## config.mk

```make
export PLATFORM = sky130hd
export DESIGN_NAME = ccd_decode
export DESIGN_NICKNAME = d
export VERILOG_FILES = /design/src/rtl/ccd_pkg.sv /design/src/rtl/ccd_classify.sv /design/src/rtl/ccd_decode.sv
export SDC_FILE = /design/constraint.sdc
export NUM_CORES = 1
export LEC_CHECK = 0
export ABC_AREA = 1
export BUFFER_PORTS_ARGS = -buffer_cell sky130_fd_sc_hd__buf_2
export CAP_MARGIN = 20
export CORE_UTILIZATION = 55
export CTS_CLUSTER_DIAMETER = 200
export CTS_CLUSTER_SIZE = 25
export DETAILED_ROUTE_END_ITERATION = 8
export GPL_ROUTABILITY_DRIVEN = 1
export HOLD_SLACK_MARGIN = 0.02
export PLACE_DENSITY = 0.9
export SKIP_CTS_REPAIR_TIMING = 1
export SLEW_MARGIN = 0
export SYNTH_ARGS = -nofsm -noshare
export SYNTH_HDL_FRONTEND = slang
export SYNTH_SLANG_ARGS = --single-unit
export TNS_END_PERCENT = 100
```

## constraint.sdc

```tcl
create_clock -name sys_clk -period 3.2 [get_ports sys_clk]
set_clock_uncertainty 0.05 [all_clocks]
set_input_delay 0.16 -clock sys_clk [delete_from_list [all_inputs] [get_ports sys_clk]]
set_output_delay 0.16 -clock sys_clk [all_outputs]
set_load 0.05 [all_outputs]
```

## src/rtl/ccd_pkg.sv

```systemverilog
`default_nettype none
package ccd_pkg;
  // Opcode bytes
  localparam logic [7:0] CCD_ESC       = 8'h0F;
  localparam logic [7:0] CCD_OP_MOVO   = 8'h40;
  localparam logic [7:0] CCD_OP_MOVNO  = 8'h41;
  localparam logic [7:0] CCD_OP_MOVS   = 8'h48;
  localparam logic [7:0] CCD_OP_MOVNS  = 8'h49;
  localparam logic [7:0] CCD_OP_MOVP   = 8'h4A;
  localparam logic [7:0] CCD_OP_SRD    = 8'h3C;
  localparam logic [7:0] CCD_OP_SWR    = 8'h3D;
  localparam logic [7:0] CCD_OP_X8     = 8'hC7;
  localparam logic [6:0] CCD_XCHG_PAT  = 7'h58;   // 1011000w
  localparam logic [5:0] CCD_CMP_PAT   = 6'h0E;   // 001110dw
  localparam logic [5:0] CCD_IMM_PAT   = 6'h20;   // 100000sw
  localparam logic [2:0] CCD_REG_CMP   = 3'h7;
  localparam logic [2:0] CCD_REG_X8    = 3'h1;
  localparam logic [1:0] CCD_MOD_REG   = 2'h3;
  // Clock counts on a cache hit
  localparam logic [3:0] CCD_CLK_ONE   = 4'h1;
  localparam logic [3:0] CCD_CLK_XCHG  = 4'h6;
  localparam logic [3:0] CCD_CLK_NONE  = 4'h0;

  typedef enum logic [3:0] {
    CCD_K_NONE  = 4'h0,
    CCD_K_CMOV  = 4'h1,
    CCD_K_CMPRR = 4'h2,
    CCD_K_CMPRM = 4'h3,
    CCD_K_CMPMR = 4'h4,
    CCD_K_CMPI  = 4'h5,
    CCD_K_XCHG  = 4'h6,
    CCD_K_XCH8  = 4'h7,
    CCD_K_SRD   = 4'h8,
    CCD_K_SWR   = 4'h9
  } ccd_kind_t;

  typedef enum logic [2:0] {
    CCD_C_O  = 3'h0,
    CCD_C_NO = 3'h1,
    CCD_C_S  = 3'h2,
    CCD_C_NS = 3'h3,
    CCD_C_P  = 3'h4
  } ccd_cond_t;

  typedef enum logic [1:0] {
    CCD_IDLE = 2'b00,
    CCD_BUSY = 2'b01
  } ccd_state_t;
endpackage
`default_nettype wire

```

## src/rtl/ccd_classify.sv

```systemverilog
`default_nettype none
module ccd_classify
  import ccd_pkg::*;
(
  input  wire logic       two_byte,
  input  wire logic [7:0] op,
  input  wire logic [7:0] modrm,
  output var  ccd_kind_t  kind,
  output var  ccd_cond_t  cond,
  output var  logic [3:0] clocks,
  output var  logic       wide,
  output var  logic       dir,
  output var  logic       sext,
  output var  logic       flags_wr
);
  logic [1:0] md;
  logic [2:0] rg;
  assign md = modrm[7:6];
  assign rg = modrm[5:3];

  always_comb
  begin
    kind     = CCD_K_NONE;
    cond     = CCD_C_O;
    clocks   = CCD_CLK_NONE;
    wide     = op[0];
    dir      = 1'b0;
    sext     = 1'b0;
    flags_wr = 1'b0;
    if (two_byte)
    begin
      unique case (op)
        CCD_OP_MOVO:
        begin
          kind = CCD_K_CMOV;  // [RULE1]
          cond = CCD_C_O;
        end
        CCD_OP_MOVNO:
        begin
          kind = CCD_K_CMOV;  // [RULE2]
          cond = CCD_C_NO;
        end
        CCD_OP_MOVP:
        begin
          kind = CCD_K_CMOV;  // [RULE3]
          cond = CCD_C_P;
        end
        CCD_OP_MOVS:
        begin
          kind = CCD_K_CMOV;  // [RULE4]
          cond = CCD_C_S;
        end
        CCD_OP_MOVNS:
        begin
          kind = CCD_K_CMOV;  // [RULE4]
          cond = CCD_C_NS;
        end
        CCD_OP_SRD: kind = CCD_K_SRD;  // [RULE10]
        CCD_OP_SWR: kind = CCD_K_SWR;  // [RULE11]
        CCD_OP_X8:
          if (rg == CCD_REG_X8 && md != CCD_MOD_REG)
            kind = CCD_K_XCH8;  // [RULE9]
        default:
          if (op[7:1] == CCD_XCHG_PAT)
          begin
            kind     = CCD_K_XCHG;  // [RULE8]
            flags_wr = 1'b1;
          end
      endcase
      if (kind == CCD_K_CMOV)
        wide = 1'b1;
    end
    else if (op[7:2] == CCD_CMP_PAT)
    begin
      flags_wr = 1'b1;
      dir      = op[1];
      if (md == CCD_MOD_REG)
        kind = CCD_K_CMPRR;  // [RULE5]
      else if (op[1])
        kind = CCD_K_CMPRM;  // [RULE6]
      else
        kind = CCD_K_CMPMR;  // [RULE6]
    end
    else if (op[7:2] == CCD_IMM_PAT && rg == CCD_REG_CMP)
    begin
      kind     = CCD_K_CMPI;  // [RULE7]
      sext     = op[1];
      flags_wr = 1'b1;
    end
    unique case (kind)
      CCD_K_XCHG: clocks = CCD_CLK_XCHG;  // [RULE8]
      CCD_K_XCH8,
      CCD_K_NONE: clocks = CCD_CLK_NONE;  // [RULE9]
      default:    clocks = CCD_CLK_ONE;
    endcase
  end
endmodule
`default_nettype wire

```

## src/rtl/ccd_decode.sv

```systemverilog
// How it works
// RULE1: 0F 40 moves when overflow set; flags kept; one clock.
// RULE2: 0F 41 moves when overflow clear; flags kept; one clock.
// RULE3: 0F 4A moves when parity even; flags kept; one clock.
// RULE4: 0F 48 moves on sign set, 0F 49 on sign clear; one clock.
// RULE5: 001110dw with mod 11 is register compare, writes flags, one clock.
// RULE6: 0011101w/0011100w with memory operand compare in one clock.
// RULE7: 100000sw with reg 111 compares immediate; s sign-extends byte.
// RULE8: 0F 1011000w is compare-and-exchange, writes flags, six clocks.
// RULE9: 0F C7 reg 001 memory operand is eight-byte exchange; no count.
// RULE10: 0F 3C reads special register in one clock.
// RULE11: 0F 3D writes special register in one clock.
// RULE12: False move condition keeps destination; source still read, same time.
`default_nettype none
module ccd_decode
  import ccd_pkg::*;
(
  input  wire logic       sys_clk,
  input  wire logic       rst,
  input  wire logic       in_valid,
  input  wire logic       in_two_byte,
  input  wire logic [7:0] in_op,
  input  wire logic [7:0] in_modrm,
  input  wire logic       flag_of,
  input  wire logic       flag_sf,
  input  wire logic       flag_pf,
  output logic            in_ready,
  output logic            out_valid,
  output logic [3:0]      out_kind,
  output logic [3:0]      out_clocks,
  output logic            out_dest_wr,
  output logic            out_src_rd,
  output logic            out_flags_wr,
  output logic            out_wide,
  output logic            out_dir,
  output logic            out_sext,
  output logic            out_mem,
  output logic            out_done
);
  typedef struct packed {
    ccd_state_t st;
    logic [3:0] left;
    logic       rdy;
    logic       vld;
    logic [3:0] kind;
    logic [3:0] clks;
    logic       dwr;
    logic       srd;
    logic       fwr;
    logic       wide;
    logic       dir;
    logic       sext;
    logic       mem;
    logic       done;
  } ccd_reg_t;

  ccd_reg_t  s_q;
  ccd_reg_t  s_d;
  ccd_kind_t c_kind;
  ccd_cond_t c_cond;
  logic [3:0] c_clk;
  logic       c_wide;
  logic       c_dir;
  logic       c_sext;
  logic       c_fwr;

  ccd_classify u_cls (
    .two_byte (in_two_byte),
    .op       (in_op),
    .modrm    (in_modrm),
    .kind     (c_kind),
    .cond     (c_cond),
    .clocks   (c_clk),
    .wide     (c_wide),
    .dir      (c_dir),
    .sext     (c_sext),
    .flags_wr (c_fwr)
  );

  function automatic logic ccd_cond_true(input ccd_cond_t c,
                                         input logic o,
                                         input logic s,
                                         input logic p);
    unique case (c)
      CCD_C_O:  return o;   // [RULE1]
      CCD_C_NO: return !o;  // [RULE2]
      CCD_C_S:  return s;   // [RULE4]
      CCD_C_NS: return !s;  // [RULE4]
      CCD_C_P:  return p;   // [RULE3]
      default:  return 1'b0;
    endcase
  endfunction

  always_comb
  begin
    s_d      = s_q;
    s_d.vld  = 1'b0;
    s_d.done = 1'b0;
    unique case (s_q.st)
      CCD_IDLE:
        if (in_valid && s_q.rdy)
        begin
          s_d.vld  = 1'b1;
          s_d.kind = c_kind;
          s_d.clks = c_clk;
          s_d.wide = c_wide;
          s_d.dir  = c_dir;
          s_d.sext = c_sext;  // [RULE7]
          s_d.fwr  = c_fwr;   // [RULE5] [RULE8]
          s_d.mem  = in_modrm[7:6] != CCD_MOD_REG;
          s_d.srd  = c_kind != CCD_K_NONE;
          s_d.dwr  = 1'b0;
          if (c_kind == CCD_K_CMOV)
          begin
            s_d.srd = 1'b1;  // [RULE12]
            s_d.dwr = ccd_cond_true(c_cond, flag_of, flag_sf, flag_pf);
          end
          else if (c_kind == CCD_K_SRD || c_kind == CCD_K_XCHG)
            s_d.dwr = 1'b1;  // [RULE10]
          if (c_clk > CCD_CLK_ONE)
          begin
            s_d.st   = CCD_BUSY;  // [RULE8]
            s_d.left = c_clk - CCD_CLK_ONE;
            s_d.rdy  = 1'b0;
          end
          else
            s_d.done = 1'b1;  // [RULE1] [RULE6] [RULE11]
        end
      CCD_BUSY:
      begin
        s_d.left = s_q.left - CCD_CLK_ONE;
        if (s_q.left == CCD_CLK_ONE)
        begin
          s_d.st   = CCD_IDLE;
          s_d.rdy  = 1'b1;
          s_d.done = 1'b1;
        end
      end
      default:
      begin
        s_d.st  = CCD_IDLE;
        s_d.rdy = 1'b1;
      end
    endcase
  end

  always_ff @(posedge sys_clk or posedge rst)
  begin
    if (rst)
    begin
      s_q      <= '0;
      s_q.st   <= CCD_IDLE;
      s_q.rdy  <= 1'b1;
    end
    else
      s_q <= s_d;
  end

  assign in_ready     = s_q.rdy;
  assign out_valid    = s_q.vld;
  assign out_kind     = s_q.kind;
  assign out_clocks   = s_q.clks;
  assign out_dest_wr  = s_q.dwr;
  assign out_src_rd   = s_q.srd;
  assign out_flags_wr = s_q.fwr;
  assign out_wide     = s_q.wide;
  assign out_dir      = s_q.dir;
  assign out_sext     = s_q.sext;
  assign out_mem      = s_q.mem;
  assign out_done     = s_q.done;
endmodule
`default_nettype wire

```

==> out/results.tsv <==
stage	metric	value	unit
routing	totalWireLength	2.83	mm
grt	grt_pass1_vias	1099	
grt	overflow	0	
sta	layout_min_cycle_time	1.75	ns
sta	final-max-slew-violation-count	0	
worst_setup_path	worstSetupStartpointType	flop	
clocking	cts.htree.levels	1	
cells_and_area	stdcell_area	1650	sq um
clocking	cts.sink_count	21	
grt	grt_antenna_before_repair	0	
synth	synth_warnings	0	
clocking	cts_buffers	3	
outcome	outcome	complete, but fails checks	
power	ir_worst_vdd	0.252	mV
cells_and_area	fillers	223	
synth	synth_common_cells	nand2_1, nor2_1, dfrtp_1	
worst_hold_path	min_to	out_wide$_DFFE_PP0P_	
sta	finalSetupTns	0	ns
place	placed_area	1600	sq um
worst_setup_path	arrival	1.94	ns
grt	busiest_layer	met2	
synth	syn_inst	213	
worst_setup_path	cp.buffers_inverters	2	
worst_setup_path	rr_startpoint	in_ready$_DFFE_PP1P_	
worst_setup_path	crit_type	reg -> reg	
worst_hold_path	worstHoldStart	in_op[0]	
synth	ys_ff_latch	21	
synth	synthArstFlopShare	100	%
worst_hold_path	hold_depth	3	
cells_and_area	antenna_cells	0	
floorplanning	die_area	2820	sq um
routing	vias_per_cell	5.23	
clocking	cts_tree	yes	
cells_and_area	drive_above_1_share	23.5	%
cells_and_area	nNetsFinal	273	
clocking	clkTransAtPathRegs	0.10	ns
synth	yosysTopAreaCell	dfrtp_1	
synth	synth-edff-count	0	
clocking	insertion_delay	0.29	ns
routing	vias	1448	
sta	slew-limit-headroom	50.2	%
routing	ant_nets	0	
synth	synth_most_common_cell	nand2_1	
sta	rsz0062_at_grt	false	
worst_setup_path	ff2ff_path_depth	6	
worst_setup_path	critPathMaxFanout	12	
routing	drtPass1Iterations	6	
synth	ys_types	28	
floorplanning	start_util	58.0	%
worst_hold_path	hold_class	in -> reg	
routing	wl_per_cell	10.2	um
grt	grt_use_total	21.9	%
grt	grt_use_met2	36.5	%
routing	drtIter0Drc	33	
synth	avgSynthCellArea	6.75	sq um
grt	grt_max_degree	22	
worst_setup_path	cp_top_family	buffers and inverters	
sta	whs	0.135	ns
sta	worstMarginPinSlew	0.746	ns
worst_setup_path	crit_slowest_cell	dfstp_2	
synth	syn_area	1440	sq um
synth	synth_top_area_share	34.8	%
power	power_density	316	nW/um^2
synth	ys.flop_type	dfrtp_1	
worst_setup_path	r2r-end	out_mem$_DFFE_PP0P_	
cells_and_area	syn_to_final_growth	14.9	%
grt	met1_usage	28.8	%
sta	setup_viol	0	
sta	period_share	54.5	%
worst_setup_path	cp-end-kind	flop	
worst_setup_path	cp.required	3.39	ns
sta	fmax	573	MHz
grt	grt_pass1_wl	4.53	mm
worst_setup_path	critPathMaxStageDelay	0.55	ns
place	finalWeightedCongestion	0.884	
floorplanning	coreArea	2480	sq um
routing	drc	5	
power	leakagePower	0.000931	uW
floorplanning	die_h	53.1	um
floorplanning	ios	41	
clocking	cts_buffer_depth	2	
sta	hold_viol	0	
worst_setup_path	path_common_cell	nor2_1	
outcome	violations	design-rule violations	
synth	syn-num-nets	238	
worst_setup_path	reg2reg_slack	1.45	ns
synth	ys_seq_area_share	36.6	%
place	io_buffers	36	
synth	yosys-top-cells-area	dfrtp_1, nand2_1, nor2_1	
grt	grt_use_met3	3.45	%
clocking	root_buffer	clkbuf_4	
floorplanning	num_rows	18	
run	max_cap_viol_count	0	
worst_setup_path	crit_chain	nand2_1 > nor2_1 > buf_4 > nor2_1 > a31oi_1 > dlygate4sd3_1	
floorplanning	die_w	53.1	um
place	dp_hpwl	2.24	mm
==> where the power goes <==
part | internal, uW | switching, uW
combinational | 34.8 | 84.3
clock | 48.5 | 72.2
sequential | 276 | 6.89
==> area by class of cell <==
type                    instances  area [sq um]  area share, %
multi-input cells             155           742           44.9
flip-flops and latches         21           527           31.9
repair buffers                 40           218           13.2
inverters                      27           101           6.14
well taps                      30          37.5           2.27
clock buffers                   4          26.3           1.59
==> metal layers <==
layer  vias to the layer above  part of all wire, %
li1                        740                    -
met1                       672                   46
met2                        36                   50
met3                         0                  4.4
met4                         0                    0
met5                         -                    0
==> state kept, by name, indices dropped and copies added (netlist names) <==
register	count
out_clocks	2
out_src_rd	1
out_flags_wr	1
out_valid	1
out_sext	1
out_dest_wr	1
out_done	1
in_ready	1
out_mem	1
out_dir	1
out_wide	1
s_q	5
out_kind	4
==> tightest hold or removal path, delay by kind of cell <==
family                 cells  cell delay (ns)
buffers and inverters      2             0.21
AO/OA/AOI/OAI              1             0.08
==> worst max-delay path by stage <==
stage / slack [ns] / to / cells past startpoint / start
2_1_floorplan: 1.62 / in_ready$_DFFE_PP1P_ / 6 / in_ready$_DFFE_PP1P_
3_3_place_gp: 1.66 / s_q[18]$_DFFE_PP0P_ / 10 / in_op[3]
3_5_place_dp: 1.65 / s_q[18]$_DFFE_PP0P_ / 10 / in_op[3]
4_1_cts: 1.68 / out_src_rd$_DFFE_PP0P_ / 6 / in_ready$_DFFE_PP1P_
5_1_grt: 1.33 / s_q[18]$_DFFE_PP0P_ / 13 / in_modrm[6]
6_report: 1.45 / out_mem$_DFFE_PP0P_ / 6 / in_ready$_DFFE_PP1P_
==> metrics by stage <==
stage          total power (uW)  util (%)  setup slack [ns]  std cells
2_1_floorplan               371         -              1.62        213
3_3_place_gp                401      64.4              1.66        270
3_5_place_dp                403      64.4              1.65        270
4_1_cts                     524      65.5              1.68        274
5_1_grt                     553      66.7              1.33        277
6_report                    523      66.7              1.45        277
==> placed cells by master (no fill, tap or decap) <==
| master | count |
|---|---|
| inv_1 | 19 |
| ha_1 | 2 |
| clkbuf_1 | 1 |
| mux2i_1 | 1 |
| nand2_2 | 5 |
| nor2_1 | 31 |
| buf_4 | 1 |
| o21ai_0 | 5 |
| buf_2 | 36 |
| nand4_2 | 1 |
| nand4_1 | 11 |
| nand3b_1 | 1 |
| a21oi_1 | 3 |
| o31ai_1 | 2 |
| dfstp_2 | 1 |
| nor3_1 | 1 |
| o21ai_1 | 2 |
| dlygate4sd3_1 | 3 |
| xor2_1 | 1 |
| nand2_1 | 61 |
| nand3_1 | 19 |
| nand2_4 | 1 |
| a31oi_1 | 2 |
| nor2_2 | 2 |
| clkinv_1 | 2 |
| nand3_2 | 2 |
| dfrtp_1 | 20 |
| inv_2 | 6 |
| a21boi_1 | 1 |
| conb_1 | 1 |
| clkbuf_4 | 3 |
==> cell families after synthesis <==
kind of cell / count (synthesis) / synth area share, %
other: 1 / 0.261
AND/OR/NAND/NOR: 135 / 42.4
multiplexers: 1 / 0.696
flip-flops: 21 / 36.6
AO/OA/AOI/OAI: 15 / 5.92
adder cells (fa/ha/maj): 2 / 1.74
buffers and inverters: 37 / 11.7
XOR/XNOR: 1 / 0.609
Note: power is estimated with default switching activity, not from simulation.
